$ cat config.mk
export PLATFORM = sky130hd
export DESIGN_NAME = apfp_port
export DESIGN_NICKNAME = d
export VERILOG_FILES = /design/src/apfp_pkg.sv /design/src/apfp_sync.sv /design/src/apfp_edge.sv /design/src/apfp_port.sv
export SDC_FILE = /design/constraint.sdc
export NUM_CORES = 1
export LEC_CHECK = 0
export BUFFER_PORTS_ARGS = -buffer_cell sky130_fd_sc_hd__buf_2
export CELL_PAD_IN_SITES_DETAIL_PLACEMENT = 1
export CELL_PAD_IN_SITES_GLOBAL_PLACEMENT = 2
export CORE_ASPECT_RATIO = 0.5
export CORE_MARGIN = 3
export CORE_UTILIZATION = 30
export CTS_CLUSTER_DIAMETER = 50
export DETAILED_ROUTE_END_ITERATION = 16
export PLACE_DENSITY = 0.74
export SLEW_MARGIN = 20
export SYNTH_ARGS = -nofsm -noshare
export SYNTH_HDL_FRONTEND = slang
export SYNTH_SLANG_ARGS = --single-unit
$ cat constraint.sdc
create_clock -name core_clk -period 1.5 [get_ports core_clk]
set_clock_uncertainty 0.05 [all_clocks]
set_input_delay 0.15 -clock core_clk [delete_from_list [all_inputs] [get_ports core_clk]]
set_output_delay 0.15 -clock core_clk [all_outputs]
set_load 0.01 [all_outputs]
$ cat src/apfp_pkg.sv
// shared constants for the asynchronous parallel fifo port
package apfp_pkg;
	localparam int unsigned APFP_DATA_W      = 8;
	localparam int unsigned APFP_CHANNELS    = 2;
	// channel select encoding
	localparam logic        APFP_CHAN_ONE    = 1'b0;
	localparam logic        APFP_CHAN_TWO    = 1'b1;
	// reset values of the handshake flags (inactive high)
	localparam logic        APFP_FLAG_RST    = 1'b1;
	localparam logic [7:0]  APFP_DATA_RST    = 8'h00;
	// send-now pulse must be seen low this many ns, then rounded up to whole synchronised cycles; the port acts on its first synchronised low sample
	localparam int unsigned APFP_SEND_LOW_NS  = 50;
	localparam int unsigned APFP_CLK_PERIOD_NS = 25;
	localparam int unsigned APFP_SEND_LOW_CYC =
		(APFP_SEND_LOW_NS + APFP_CLK_PERIOD_NS - 1) / APFP_CLK_PERIOD_NS;
	localparam logic [1:0]  APFP_SEND_LOW_CNT = 2'(APFP_SEND_LOW_CYC);

	typedef enum logic [1:0] {
		APFP_RD_IDLE  = 2'b00,
		APFP_RD_DRIVE = 2'b01,
		APFP_RD_ADV   = 2'b10
	} apfp_rd_state_t;
endpackage

$ cat src/apfp_sync.sv
// two flip-flop synchroniser for a pin level
module apfp_sync
	import apfp_pkg::*;
#(
	parameter logic RST_VAL = 1'b1
) (
	// clock and reset
	input  wire logic core_clk,
	input  wire logic rst,
	// level in and out
	input  wire logic pin_in,
	output logic      level_out
);
	logic meta_q;
	logic meta_d;
	logic level_q;
	logic level_d;

	always_comb begin
		meta_d  = pin_in;
		level_d = meta_q;
	end

	always_ff @(posedge core_clk) begin
		if (rst) begin
			meta_q  <= RST_VAL;
			level_q <= RST_VAL;
		end else begin
			meta_q  <= meta_d;
			level_q <= level_d;
		end
	end

	assign level_out = level_q;
endmodule

$ cat src/apfp_edge.sv
// falling and rising edge detector on a synchronised level
module apfp_edge
	import apfp_pkg::*;
(
	// clock and reset
	input  wire logic core_clk,
	input  wire logic rst,
	// level and edges
	input  wire logic level_in,
	output logic      fall_out,
	output logic      rise_out
);
	logic prev_q;
	logic prev_d;

	always_comb begin
		prev_d = level_in;
	end

	always_ff @(posedge core_clk) begin
		if (rst) begin
			prev_q <= 1'b1;
		end else begin
			prev_q <= prev_d;
		end
	end

	assign fall_out = prev_q & ~level_in;
	assign rise_out = ~prev_q & level_in;
endmodule

$ cat src/apfp_port.sv
// asynchronous byte fifo port between usb buffers and an external master
// How it works
// - each channel enters this mode independently from a stored configuration bit
// - the port serves channel one or two with identical pin functions
// - bytes move on falling edges of read and write strobes, no interface clock
// - data bus is input except while the read strobe is low
// - during reset the space flag is undriven and pulled high
// - read strobe falling puts the receive head byte on the bus
// - read strobe rising advances to the next receive byte if present
// - a write strobe fall captures the bus byte into the transmit buffer only while no byte is already held
// - suspended and wakeup enabled, a send-now low pulse requests resume
// - not suspended, a send-now low pulse flushes pending transmit data
// - high data flag forbids reads, low flag means data may be read
module apfp_port
	import apfp_pkg::*;
(
	// clock and reset
	input  wire logic       core_clk,
	input  wire logic       rst,
	// configuration
	input  wire logic [1:0] fifo_mode_en,
	input  wire logic       chan_sel,
	input  wire logic       wakeup_en,
	input  wire logic       power_enable_n,
	// receive buffer side (usb to master)
	input  wire logic       rx_valid,
	input  wire logic [7:0] rx_data,
	output logic            rx_ready,
	// transmit buffer side (master to usb)
	output logic            tx_valid,
	output logic [7:0]      tx_data,
	input  wire logic       tx_ready,
	output logic            send_now,
	output logic            resume_req,
	// pins
	input  wire logic [7:0] chan_data_i,
	output logic [7:0]      chan_data_o,
	output logic            chan_data_oe,
	input  wire logic       rd_n,
	input  wire logic       wr_n,
	input  wire logic       send_now_wakeup_n,
	output logic            rx_data_avail_n,
	output logic            tx_space_avail_n_o,
	output logic            tx_space_avail_n_oe
);
	logic           rd_s;
	logic           wr_s;
	logic           send_now_wakeup_n_s;
	logic           rd_fall;
	logic           rd_rise;
	logic           wr_fall;
	logic           send_now_wakeup_n_fall;
	logic [7:0]     data_s;
	logic [7:0]     meta_data_q;
	logic [7:0]     meta_data_d;
	logic [7:0]     data_d;
	logic           active;

	apfp_rd_state_t rd_state_q;
	apfp_rd_state_t rd_state_d;
	logic [7:0]     out_q;
	logic [7:0]     out_d;
	logic           oe_q;
	logic           oe_d;
	logic           rx_pop_q;
	logic           rx_pop_d;
	logic           tx_full_q;
	logic           tx_full_d;
	logic [7:0]     tx_q;
	logic [7:0]     tx_d;
	logic           rst_seen_q;
	logic           rst_seen_d;
	logic           send_q;
	logic           send_d;
	logic           res_q;
	logic           res_d;
	logic [7:0]     data_q;

	// strobe and send-now synchronisers
	apfp_sync #(.RST_VAL(1'b1)) u_rd_sync (
		.core_clk  (core_clk),
		.rst       (rst),
		.pin_in    (rd_n),
		.level_out (rd_s)
	);
	apfp_sync #(.RST_VAL(1'b1)) u_wr_sync (
		.core_clk  (core_clk),
		.rst       (rst),
		.pin_in    (wr_n),
		.level_out (wr_s)
	);
	apfp_sync #(.RST_VAL(1'b1)) u_sw_sync (
		.core_clk  (core_clk),
		.rst       (rst),
		.pin_in    (send_now_wakeup_n),
		.level_out (send_now_wakeup_n_s)
	);
	apfp_edge u_rd_edge (
		.core_clk (core_clk),
		.rst      (rst),
		.level_in (rd_s),
		.fall_out (rd_fall),
		.rise_out (rd_rise)
	);
	apfp_edge u_wr_edge (
		.core_clk (core_clk),
		.rst      (rst),
		.level_in (wr_s),
		.fall_out (wr_fall),
		.rise_out ()
	);
	apfp_edge u_sw_edge (
		.core_clk (core_clk),
		.rst      (rst),
		.level_in (send_now_wakeup_n_s),
		.fall_out (send_now_wakeup_n_fall),
		.rise_out ()
	);

	// data bus synchroniser, aligned with the strobe path
	always_comb begin
		meta_data_d = chan_data_i;
		data_d      = meta_data_q;
	end
	always_ff @(posedge core_clk) begin
		if (rst) begin
			meta_data_q <= APFP_DATA_RST;
			data_q      <= APFP_DATA_RST;
		end else begin
			meta_data_q <= meta_data_d;
			data_q      <= data_d;
		end
	end
	assign data_s = data_q;

	// mode enable for the selected channel
	assign active = (chan_sel == APFP_CHAN_TWO) ? fifo_mode_en[1] : fifo_mode_en[0];

	// read path
	always_comb begin
		rd_state_d = rd_state_q;
		out_d      = out_q;
		oe_d       = oe_q;
		rx_pop_d   = 1'b0;
		case (rd_state_q)
			APFP_RD_IDLE: begin
				if (active && rd_fall) begin
					out_d      = rx_valid ? rx_data : out_q;
					oe_d       = 1'b1;
					rd_state_d = APFP_RD_DRIVE;
				end
			end
			APFP_RD_DRIVE: begin
				if (rd_rise) begin
					oe_d       = 1'b0;
					rx_pop_d   = rx_valid;
					rd_state_d = APFP_RD_ADV;
				end
			end
			APFP_RD_ADV: begin
				rd_state_d = APFP_RD_IDLE;
			end
			default: begin
				rd_state_d = APFP_RD_IDLE;
				oe_d       = 1'b0;
			end
		endcase
	end

	always_ff @(posedge core_clk) begin
		if (rst) begin
			rd_state_q <= APFP_RD_IDLE;
			out_q      <= APFP_DATA_RST;
			oe_q       <= 1'b0;
			rx_pop_q   <= 1'b0;
		end else begin
			rd_state_q <= rd_state_d;
			out_q      <= out_d;
			oe_q       <= oe_d;
			rx_pop_q   <= rx_pop_d;
		end
	end

	assign rx_ready        = rx_pop_q;
	assign chan_data_o     = out_q;
	assign chan_data_oe    = oe_q;
	assign rx_data_avail_n = ~(active && rx_valid && rd_state_q == APFP_RD_IDLE);

	// write path, single holding byte towards the transmit buffer
	always_comb begin
		tx_full_d  = tx_full_q;
		tx_d       = tx_q;
		if (tx_full_q && tx_ready) begin
			tx_full_d = 1'b0;
		end
		if (active && wr_fall && !tx_full_q) begin
			tx_d      = data_s;
			tx_full_d = 1'b1;
		end
	end

	always_ff @(posedge core_clk) begin
		if (rst) begin
			tx_full_q <= 1'b0;
			tx_q      <= APFP_DATA_RST;
		end else begin
			tx_full_q <= tx_full_d;
			tx_q      <= tx_d;
		end
	end

	assign tx_valid = tx_full_q;
	assign tx_data  = tx_q;

	// space flag released only after reset has been left
	always_comb begin
		rst_seen_d = 1'b1;
	end
	always_ff @(posedge core_clk) begin
		if (rst) begin
			rst_seen_q <= 1'b0;
		end else begin
			rst_seen_q <= rst_seen_d;
		end
	end
	assign tx_space_avail_n_oe = rst_seen_q & ~rst;
	assign tx_space_avail_n_o  = ~(active && !tx_full_q);

	// send-now and wakeup
	always_comb begin
		send_d = 1'b0;
		res_d  = 1'b0;
		if (active && send_now_wakeup_n_fall) begin
			if (power_enable_n && wakeup_en) begin
				res_d = 1'b1;
			end else if (!power_enable_n) begin
				send_d = 1'b1;
			end
		end
	end
	always_ff @(posedge core_clk) begin
		if (rst) begin
			send_q <= 1'b0;
			res_q  <= 1'b0;
		end else begin
			send_q <= send_d;
			res_q  <= res_d;
		end
	end
	assign send_now   = send_q;
	assign resume_req = res_q;

	// checks
	bus_drive_rd_a: assert property (@(posedge core_clk) disable iff (rst)
		chan_data_oe |-> rd_state_q == APFP_RD_DRIVE)
		else $error("data bus driven outside a read");
	read_head_a: assert property (@(posedge core_clk) disable iff (rst)
		(rd_state_q == APFP_RD_IDLE && active && rd_fall && rx_valid)
		|=> (chan_data_o == $past(rx_data) && chan_data_oe))
		else $error("head byte not placed on bus");
	read_adv_a: assert property (@(posedge core_clk) disable iff (rst)
		(rd_state_q == APFP_RD_DRIVE && rd_rise && rx_valid) |=> rx_ready)
		else $error("receive buffer not advanced");
	write_cap_a: assert property (@(posedge core_clk) disable iff (rst)
		(active && wr_fall && !tx_full_q) |=> (tx_valid && tx_data == $past(data_s)))
		else $error("write byte not captured");
	space_flag_a: assert property (@(posedge core_clk) disable iff (rst)
		tx_valid |-> tx_space_avail_n_o)
		else $error("space flag low while holding full");
	flag_reset_a: assert property (@(posedge core_clk)
		rst |-> !tx_space_avail_n_oe)
		else $error("space flag driven in reset");
	wake_req_a: assert property (@(posedge core_clk) disable iff (rst)
		(active && send_now_wakeup_n_fall && power_enable_n && wakeup_en) |=> resume_req ##1 !resume_req)
		else $error("resume not requested");
	flush_req_a: assert property (@(posedge core_clk) disable iff (rst)
		(active && send_now_wakeup_n_fall && !power_enable_n) |=> (send_now && !resume_req))
		else $error("flush not requested");
	avail_flag_a: assert property (@(posedge core_clk) disable iff (rst)
		!rx_data_avail_n |-> (rx_valid && active))
		else $error("data flag low without data");
	mode_off_a: assert property (@(posedge core_clk) disable iff (rst)
		!active |-> (rx_data_avail_n && tx_space_avail_n_o))
		else $error("flags active with mode disabled");
	pop_pulse_a: assert property (@(posedge core_clk) disable iff (rst)
		rx_ready |=> !rx_ready)
		else $error("receive pop longer than one cycle");
	bus_release_a: assert property (@(posedge core_clk) disable iff (rst)
		(rd_state_q == APFP_RD_DRIVE && rd_rise) |=> !chan_data_oe)
		else $error("data bus held after read strobe rise");
	write_full_a: assert property (@(posedge core_clk) disable iff (rst)
		(wr_fall && tx_full_q && !tx_ready) |=> (tx_valid && tx_data == $past(tx_data)))
		else $error("held byte overwritten while full");
	space_oe_a: assert property (@(posedge core_clk)
		(!rst && !$past(rst)) |-> tx_space_avail_n_oe)
		else $error("space flag not driven after reset");
	send_pulse_a: assert property (@(posedge core_clk) disable iff (rst)
		send_now |=> !send_now)
		else $error("flush pulse longer than one cycle");
	wake_off_a: assert property (@(posedge core_clk) disable iff (rst)
		(active && send_now_wakeup_n_fall && power_enable_n && !wakeup_en) |=> (!resume_req && !send_now))
		else $error("pulse raised while suspended without wakeup");
endmodule

Yosys cells after proc, flatten, opt, wreduce, memory -nomap -nowiden
Index checks and enable logic that the tools add are counted.

storage, ports and cells
  output and inout bits = 24
  word-level logic and storage cells = 70
  input bits = 28
  register bits after elaboration = 49

operators by class
  equality and inequality tests = 4
  reductions and logical operators = 18
  mux-type cells = 12
  bitwise operators = 16

operators with widths
  cell                  number
  $not A1 Y1            11
  $logic_and A1 B1 Y1   9
  $mux W1               8
  $reduce_and A3 Y1     2
  $reduce_or A3 Y1      2
  $and A1 B1 Y1         5
  $mux W2               2
  $ne A2 B2 Y1 const B  2
  $pmux W2 S2           1
  $pmux W1 S3           1
  $eq A2 B1 Y1 const B  1
  $eq A2 B2 Y1 const B  1
  $logic_not A2 Y1      1
  $reduce_and A2 Y1     1
  $reduce_bool A2 Y1    1
  $reduce_or A2 Y1      1
  $logic_not A1 Y1      1

Logic depth before layout (Yosys ltp)
Gate-level depths: netlist of run 1.

  word-level depth = 5
  depth in mapped cells = 4
  gate-level depth less buffers = 3

Hierarchy
A second synthesis of run 1 with hierarchy kept.

unflattened totals
  cell total of the unflattened synthesis = 158
  area total of the unflattened synthesis = 1651.6 um^2

modules (own cells, without submodules)
  module     cells each  area each (um^2)  instances  seq. area each (um^2)
  apfp_port  134         1373.8            1          800.8
  apfp_sync  4           52.6              3          40.0
  apfp_edge  4           40.0              3          20.0

Worst setup path before layout of run 1
OpenSTA, ideal clock, no wires.

  path kind = register -> register
  start point = register u_rd_edge.prev_q
  end point = register out_q[0] (netlist: chan_data_o[0])
  setup time = 72 ps
  cell stages (with the launch flop) = 5
  period minus slack after synthesis = 1121 ps
  path slack = 379 ps
  required time = 1378 ps
  path buffers = 1
  arrival = 999 ps
  path through = dfxtp_1 > nor2b_1 > and4_4 > buf_6 > mux2i_1

between the ends
  longest elaborated chain between the ends = 3

RTL lines
  what                                RTL line          source
  from (decl)                         apfp_edge.sv:13   logic prev_q;
  from (signal assigned)              apfp_edge.sv:24   prev_q <= prev_d;
  $and A1 B1 Y1                       apfp_edge.sv:28   assign fall_out = prev_q & ~level_in;
  $logic_and A1 B1 Y1                 apfp_port.sv:147  if (active && rd_fall) begin
  $reduce_and A3 Y1 (no source line)  --
  to (signal assigned)                apfp_port.sv:178  out_q <= out_d;
  to (decl)                           apfp_port.sv:61   logic [7:0] out_q;

Every way passes these cells.
A chain may end at the register's enable or synchronous reset.

Final worst setup path of run 1
  start point = register rd_state_q[0]
  end point = output port rx_data_avail_n

between the ends
  longest elaborated chain between the ends = 3

RTL lines
  what                    RTL line          source
  from (decl)             apfp_port.sv:59   apfp_rd_state_t rd_state_q;
  from (signal assigned)  apfp_port.sv:177  rd_state_q <= rd_state_d;
  $logic_not A2 Y1        apfp_port.sv:187  assign rx_data_avail_n = ~(active && rx_valid && rd_state_q == APFP_RD_IDLE);
  $logic_and A1 B1 Y1     apfp_port.sv:187
  $not A1 Y1              apfp_port.sv:187
  to (decl)               apfp_port.sv:42   output logic rx_data_avail_n,

Every way passes these cells.

==> results of run 1 <==
metal layers:
metal / up-vias / GRT usage [%] / routed length (µm)
li1: 618 / - / -
met1: 564 / 11.32 / 1375
met2: 26 / 18.71 / 1607
met3: 4 / 4.484 / 192
met4: 0 / 5.263 / 38
met5: - / 0 / 0
final cells by class:
class / count / area, µm² / area share [%]
clock buffers: 7 / 86.33 / 4.002
flip-flops and latches: 49 / 980.9 / 45.48
multi-input cells: 96 / 601.8 / 27.90
inverters: 2 / 7.507 / 0.3480
repair buffers: 63 / 362.8 / 16.82
clock inverters: 1 / 30.03 / 1.392
well taps: 70 / 87.58 / 4.060
worst register-to-register path: stages (launching register included):
cell	delay, ns
dfxtp_1	0.36
nor4bb_4	0.31
buf_4	0.25
mux2i_1	0.22
synthesized netlist by cell type (all sizes together):
master	number	area, µm²
or2	8	50.05
buf	2	22.52
a22oi	1	7.510
nand2	33	123.9
o21a	1	7.510
clkbuf	6	22.52
a31oi	1	6.260
nand3b	1	7.510
and2	1	6.260
nor4b	1	8.760
nor3	1	5.000
nor2b	19	118.9
mux2	1	15.01
dfxtp	49	980.9
clkinv	1	3.750
nand3	3	15.01
nand2b	3	18.77
nor2	4	15.01
nor4bb	1	25.02
mux2i	16	160.2
and4	1	11.26
inv	1	3.750
flip-flops by register name (all words and copies together) (netlist names), 2 cells and up:
signal	flops
chan_data_o	8
data_d	8
data_q	8
tx_data	8
rd_state_q	2
through the flow:
stage,cells,setup WS (ns),total power [W]
after floorplan,155,0.3793,0.001475
after global placement,273,0.2483,0.001542
after detailed placement,273,0.1761,0.001549
after CTS,288,0.2114,0.002530
after global routing,288,0.1141,0.002606
final,288,0.2310,0.002485
what timing repair did:
| item | CTS | global route |
|---|---|---|
| endpoints found under the hold margin | 7 | 0 |
| endpoints found under the setup margin | 0 | 0 |
| hold buffers | 7 | 0 |
worst paths after layout:
| kind | slack (ns) | cells past startpoint | from | end |
|---|---|---|---|---|
| min | 0.01 | 2 | chan_data_i[7] | data_d[7] |
| min reg2reg | 0.36 | 1 | u_sw_sync.level_d | u_sw_sync.level_out |
| max | 0.23 | 3 | rd_state_q[0] | rx_data_avail_n |
| max reg2reg | 0.25 | 3 | tx_valid | tx_data[2] |
power breakdown:
group	internal, W	switching [W]	leakage (nW)
clock network	0.000543	0.000414	0.0585
registers	0.00134	0.0000136	0.401
logic	0.0000951	0.0000784	0.467
kinds of logic after synthesis:
kind of cell    after synthesis  synth area share [%]
compound gates                3                 1.301
flops                        49                 59.98
simple gates                 76                 24.79
mux                          17                 10.71
buf+inv                      10                 3.213
==> results.md, run 1 <==
* CTS sink cnt at 49
* Max Freq at 788.0 MHz
* IO Pins at 52
* Most common cell after layout, fill and taps aside: buf_2
* Leakage Power at 0.9268 nW
* H-tree lvl count at 2
* Routed Antenna Nets at 0
* Arrival @ worst endpoint at 1.07 ns
* Synth unique cells at 22
* Setup crit start kind: flop
* Ant diodes at 0
* Critical Path RT at 1.30 ns
* Final Hold Viols at 0
* Root Driver: clkbuf_8
* First-pass GRT wire length at 5.382 mm
* Setup TNS at 0 ns
* Cts bufs inserted at 5
* Worst Hold Class: in -> reg
* Initial antenna violation count at 0
* Post-layout util at 42.38%
* Layout cell share with drive strength beyond 1 at 33.94%
* Postcts setup bufs at 0
* CTS tree: done
* Slew HR at 77.40%
* Synth-to-layout area growth at 31.91%
* Cts repair resizes at 0
* Core area at 0.005090 mm²
* Largest net degree at the start of global routing at 19
* Pre-Repair DR Iteration Count at 3
* # DRC at 0
* Vias at 1,212
* Most frequent cells in the layout: buf_2, dfxtp_1, nand2_1
* Vias per inst at 4.208
* Design Area, Final at 0.002157 mm²
* Seq cells post-synth at 49
* Count of final setup violators at 0
* Pwr/cell area at 1152 mW/mm²
* Final Net Count at 245
* RSZ-0062 raised after global routing: false
* Net Count, Synth at 183
* PortBufs at 51
* DRT iter0 DRCs at 14
* Final wirelength at 3.214 mm
* Final HPWL DP at 2.394 mm
* Critical-path cell list: nor2_1, nand3_1, buf_2
* Crit path buffers/inverters at 1
* DR WL/cell at 11.16 µm
* Post-synth design cell area at 0.001635 mm²
* Fill cell count at 592
* Hold_ws at 0.01223 ns
* Worst-margin pin slew at 0.3343 ns
* Post-synthesis sequential area ratio at 59.98%
* Tot GR Track Use at 10.65%
* Total global routing overflow at 0
* Fin crit share at 84.60%
* Critical-path maximum fanout at 4
* Critical path's slowest cell: dfxtp_1
* CP max stage delay at 0.34 ns
* Die Wd at 110.4 µm
* Placed instance area at 0.001971 mm²
* Post-Syn Area per Cell at 10.55 µm²
* Outcome: completed
* Rows at 18
* Final min period at 1.269 ns
* Initial Util at 32.13%
* Final Max Tran Viols at 0
* Vias in the first global route at 1,179
* Yosys warns at 0
* Worst setup path class: reg -> out
* Clk buf depth at 2
* Die span in y at 58.21 µm
* CP Capture Type: primary output
* Clock Latency Late Sink at 0.30 ns
* Clock transition at path regs at 0.08 ns
* Synth Instances at 155
* Die area at 0.006427 mm²
* Gpl congestion at 0.6877
* Peak VDD IR at 0.0005913 V
* Top cell family by delay on the critical path: flip-flops
* MaxCap Viol Count at 0
No activity file was read; power rests on OpenSTA's default activity.
==> run 2: changes to the inputs <==
CORE_UTILIZATION = 27   (was 30)
PLACE_DENSITY = 0.7   (was 0.74)
clock period = 1 ns   (was 1.5 ns; I/O delays follow)
==> results.md, run 2 (synthesis gave the netlist of run 1 again) <==
* Worst-margin pin slew at 0.3268 ns (-0.007570 ns)
* Total global routing overflow at 0 (unchanged)
* Final Net Count at 261 (+6.5%)
* PortBufs at 51 (unchanged)
* Worst Hold Class: in -> reg
* Clock Latency Late Sink at 0.28 ns (-0.02 ns)
* Count of final setup violators at 21 (+21)
* CTS sink cnt at 49 (unchanged)
* Multi-input logic area at 684.4 µm² (+14%)
* Sequential cell area at 993.5 µm² (+1.3%)
* Final Hold Viols at 0 (unchanged)
* CP Capture Type: flop
* Final HPWL DP at 2.428 mm (+1.4%)
* Ant diodes at 0 (unchanged)
* Critical path's slowest cell: nor4bb_4
* Post-layout util at 44.43% (+2.0 points)
* Most common cell after layout, fill and taps aside: buf_2
* Clock transition at path regs at 0.07 ns (about the same)
* Vias per inst at 4.075 (-3.2%)
* Leakage Power at 1.077 nW (+16%)
* Worst setup path class: reg -> reg
* DR WL/cell at 11.89 µm (+6.5%)
* Core area at 0.005658 mm² (+11%)
* Tot GR Track Use at 10.88% (+0.23 points)
* Layout cell share with drive strength beyond 1 at 42.74% (+8.8 points)
* MaxCap Viol Count at 0 (unchanged)
* Root Driver: clkbuf_16
* Initial antenna violation count at 0 (unchanged)
* Peak VDD IR at 0.001235 V (+110%)
* CP max stage delay at 0.38 ns (+0.04 ns)
* Critical-path cell list: nor4bb_4, buf_4, mux2i_1
* Routed Antenna Nets at 0 (unchanged)
* Final wirelength at 3.649 mm (+14%)
* Pwr/cell area at 1731 mW/mm² (+50%)
* Gpl congestion at 0.7092 (+3.1%)
* Arrival @ worst endpoint at 1.38 ns (+0.31 ns)
* Post-route setup slack at -0.2074 ns (-0.4384 ns)
* Largest net degree at the start of global routing at 35 (+16)
* Fill cell count at 634 (+7.1%)
* Vias in the first global route at 1,268 (+7.5%)
* RSZ-0062 raised after global routing: true
* Die span in y at 61.03 µm (+4.9%)
* Vias at 1,251 (+3.2%)
* CTS tree: done
* Outcome: finished with violations
* First-pass GRT wire length at 5.885 mm (+9.3%)
* Most frequent cells in the layout: buf_2, dfxtp_1, nand2_1
* Setup crit start kind: flop
* IO Pins at 52 (unchanged)
* Failing checks: negative setup slack
* Fin crit share at 120.7%
* Final min period at 1.207 ns
* H-tree lvl count at 2 (unchanged)
* Critical-path maximum fanout at 3 (-1)
* Final Max Tran Viols at 0 (unchanged)
* Clk buf depth at 2 (unchanged)
* Max Freq at 828.2 MHz
* # DRC at 0 (unchanged)
* Synth-to-layout area growth at 53.71%
* Slew HR at 78.18% (+0.79 points)
* Rows at 19 (+1)
* Pre-Repair DR Iteration Count at 2 (-1)
* Initial Util at 28.90% (-3.2 points)
* Die area at 0.007083 mm² (+10%)
* Critical Path RT at 1.17 ns (-0.13 ns)
* Die Wd at 116.1 µm (+5.1%)
* Cts bufs inserted at 5 (unchanged)
* DRT iter0 DRCs at 34 (+20)
* Design Power at 0.004351 W (+75%)
-- run 2: cell count changes in the layout (fill, tap and decap cells not counted), sizes merged --
cell	change
clkbuf	-1
clkinvlp	+1
buf	+10
dlygate4sd3	+6
-- run 2: where the power goes --
group          internal (W)  switching, W
combinational      0.000212      0.000151
sequential          0.00201     0.0000233
clock               0.00125      0.000707
-- run 2: layer usage --
layer | share of wire, % | up-vias | global-route usage (%)
li1 | - | 648 | -
met1 | 44 | 578 | 12.69
met2 | 50 | 23 | 18.72
met3 | 5.1 | 2 | 4.220
met4 | 0.79 | 0 | 3.967
met5 | 0 | - | 0
-- run 2: worst paths after layout --
| check | cells past startpoint | to | slack, ns | startpoint |
|---|---|---|---|---|
| max | 3 | tx_data[6] | -0.21 | u_wr_sync.level_out |
| min | 3 | chan_data_o[6] | 0.01 | rx_data[6] |
| max reg2reg | 3 | tx_data[6] | -0.21 | u_wr_sync.level_out |
| min reg2reg | 1 | u_rd_sync.level_out | 0.36 | u_rd_sync.level_d |
-- run 2: cell type report --
cell class,count,area share [%]
Multi-Input combinational cell,96,27.23
Timing Repair Buffer,79,22.30
Clock buffer,6,5.525
Clock inverter,2,1.493
Tap cell,73,3.634
Sequential cell,49,39.52
Inverter,2,0.2987
-- run 2: stage by stage --
step / cells / hold WS [ns] / area, µm² / worst slack, ns / TNS [ns]
after floorplan: 155 / 0.1224 / 1647 / -0.07182 / -1.046
after global placement: 282 / 0.2217 / 2056 / -0.2067 / -2.491
after detailed placement: 282 / 0.2314 / 2056 / -0.2567 / -3.065
after CTS: 305 / 0.003488 / 2432 / -0.2350 / -3.252
after global routing: 307 / 0.01913 / 2514 / -0.2949 / -4.484
final: 307 / 0.01014 / 2514 / -0.2074 / -2.915
-- run 2: critical path, delay by kind of cell (launching register included) --
family	cells	cell delay, ns
AND/OR/NAND/NOR	1	0.38
flip-flops	1	0.33
buffers and inverters	1	0.20
multiplexers	1	0.18
-- run 2: what timing repair did --
| action | 4_1_cts | 5_1_grt |
|---|---|---|
| hold buffers | 12 | 1 |
| pin swaps | 6 | 7 |
| resized for setup | 12 | 14 |
| setup buffers | 3 | 2 |
| setup endpoints to repair | 21 | 24 |
| endpoints found under the hold margin | 12 | 1 |
==> run 3: changes to the inputs <==
CELL_PAD_IN_SITES_DETAIL_PLACEMENT = 2   (was 1)
==> results.md, run 3 (synthesis gave the netlist of run 1 again) <==
* Leakage Power at 1.064 nW (-1.3%)
* Max Freq at 808.3 MHz (-2.4%)
* Slew HR at 77.58% (-0.61 points)
* RSZ-0062 raised after global routing: true
* Total global routing overflow at 0 (unchanged)
* Vias at 1,299 (+3.8%)
* IO Pins at 52 (unchanged)
* Critical Path RT at 1.16 ns (about the same)
* Final Hold Viols at 0 (unchanged)
* Synth-to-layout area growth at 52.26%
* Most frequent cells in the layout: buf_2, dfxtp_1, nand2_1
* Pre-Repair DR Iteration Count at 4 (+2)
* Most common cell after layout, fill and taps aside: buf_2
* DR WL/cell at 14.24 µm (+20%)
* Layout cell share with drive strength beyond 1 at 42.17% (-0.56 points)
* Worst Hold Class: in -> reg
* CTS sink cnt at 49 (unchanged)
* Initial Util at 28.90% (unchanged)
* Ant diodes at 0 (unchanged)
* Die span in y at 61.03 µm (unchanged)
* Hold_ws at 0.006527 ns (-0.003615 ns)
* Worst setup path class: reg -> reg
* Die area at 0.007083 mm² (unchanged)
* Largest net degree at the start of global routing at 35 (unchanged)
* CTS tree: done
* Pwr/cell area at 1747 mW/mm² (+0.95%)
* Setup crit start kind: flop
* Rows at 19 (unchanged)
* Tot GR Track Use at 12.77% (+1.9 points)
* Critical-path maximum fanout at 3 (unchanged)
* Vias per inst at 4.287 (+5.2%)
* DRT iter0 DRCs at 10 (-71%)
* Final min period at 1.237 ns (+0.02981 ns)
* Count of final setup violators at 21 (unchanged)
* Fin crit share at 123.7% (+3.0 points)
* MaxCap Viol Count at 0 (unchanged)
* Core area at 0.005658 mm² (unchanged)
* Worst-margin pin slew at 0.3358 ns (+0.009077 ns)
* Clock Latency Late Sink at 0.29 ns (about the same)
* Pre-CTS WS at -0.2652 ns (-0.008556 ns)
* Post-route setup slack at -0.2372 ns (-0.02981 ns)
* Vias in the first global route at 1,411 (+11%)
* PortBufs at 51 (unchanged)
* Initial antenna violation count at 0 (unchanged)
* Final Max Tran Viols at 0 (unchanged)
* # DRC at 0 (unchanged)
* Final Net Count at 257 (-1.5%)
* Final wirelength at 4.316 mm (+18%)
* Routed Antenna Nets at 0 (unchanged)
* Failing checks: negative setup slack
* Clock transition at path regs at 0.06 ns (about the same)
* Root Driver: clkbuf_16
* First-pass GRT wire length at 6.789 mm (+15%)
* Fill cell count at 587 (-7.4%)
* Final HPWL DP at 2.666 mm (+9.8%)
* Cts bufs inserted at 5 (unchanged)
* Clk buf depth at 2 (unchanged)
* CP Capture Type: flop
* Peak VDD IR at 0.0008536 V (-31%)
* Die Wd at 116.1 µm (unchanged)
* Arrival @ worst endpoint at 1.40 ns (+0.02 ns)
* Outcome: finished with violations
* H-tree lvl count at 2 (unchanged)
* Gpl congestion at 0.7092 (unchanged)
-- run 3: cell types whose count changed in the layout (fill, tap and decap cells not counted) --
cell,delta
dfxtp_2,-2
buf_2,-1
nand3_4,+1
dfxtp_4,+1
buf_6,-1
dlygate4sd3_1,-2
nand3_2,-1
dfxtp_1,+1
clkinvlp_4,-1
nor2b_1,-1
clkbuf_1,+1
nor2b_4,+1
-- run 3: routing by layer --
metal / GRT usage [%] / wire (µm) / vias up
met4: 4.463 / 49 / 0
li1: - / - / 643
met2: 24.61 / 2370 / 23
met1: 13.54 / 1724 / 628
met3: 4.122 / 171 / 5
met5: 0 / 0 / -
-- run 3: what timing repair did --
action | in CTS | in global routing
gates resized for setup | 14 | 13
endpoints found under the hold margin | 11 | 0
hold buffers | 11 | 0
buffers inserted | 2 | 1
pin swaps | 8 | 7
setup endpoints to repair | 23 | 24
-- run 3: worst max-delay path, cell delays in order, from the launching register on --
cell	delay [ns]
dfxtp_2	0.33
nor4bb_4	0.39
buf_4	0.20
mux2i_1	0.19
-- run 3: power breakdown --
part	switching (W)	internal, W
Sequential	0.0000271	0.00201
Combinational	0.000162	0.000211
Clock	0.000693	0.00125
Total	0.000882	0.00347
-- run 3: stage by stage --
| stage | instances | cell area [µm²] | power (W) | TNS [ns] | utilization, % |
|---|---|---|---|---|---|
| final | 303 | 2490 | 0.004351 | -3.303 | 44.01 |
| after CTS | 303 | 2417 | 0.004384 | -3.089 | 42.72 |
| after global placement | 282 | 2056 | 0.002348 | -2.491 | 36.33 |
| after detailed placement | 282 | 2056 | 0.002360 | -3.036 | 36.33 |
| after global routing | 303 | 2490 | 0.004577 | -4.896 | 44.01 |
| after floorplan | 155 | 1647 | 0.002216 | -1.046 | - |
-- run 3: cell type report --
class | instances | area [µm²] | area share [%]
Multi-Input combinational cell | 96 | 699.4 | 28.09
Clock inverter | 1 | 30.03 | 1.206
Timing Repair Buffer | 75 | 524.3 | 21.06
Tap cell | 73 | 91.34 | 3.668
Inverter | 2 | 7.507 | 0.3015
Clock buffer | 7 | 142.6 | 5.729
Sequential cell | 49 | 994.7 | 39.95
-- run 3: final timing paths --
path | startpoint | to | slack [ns] | depth (start not counted)
worst max-delay path | tx_valid | tx_data[2] | -0.24 | 3
worst min-delay path | rx_data[6] | chan_data_o[6] | 0.007 | 3
worst max register to register | tx_valid | tx_data[2] | -0.24 | 3
worst min register to register | u_rd_sync.level_d | u_rd_sync.level_out | 0.36 | 1
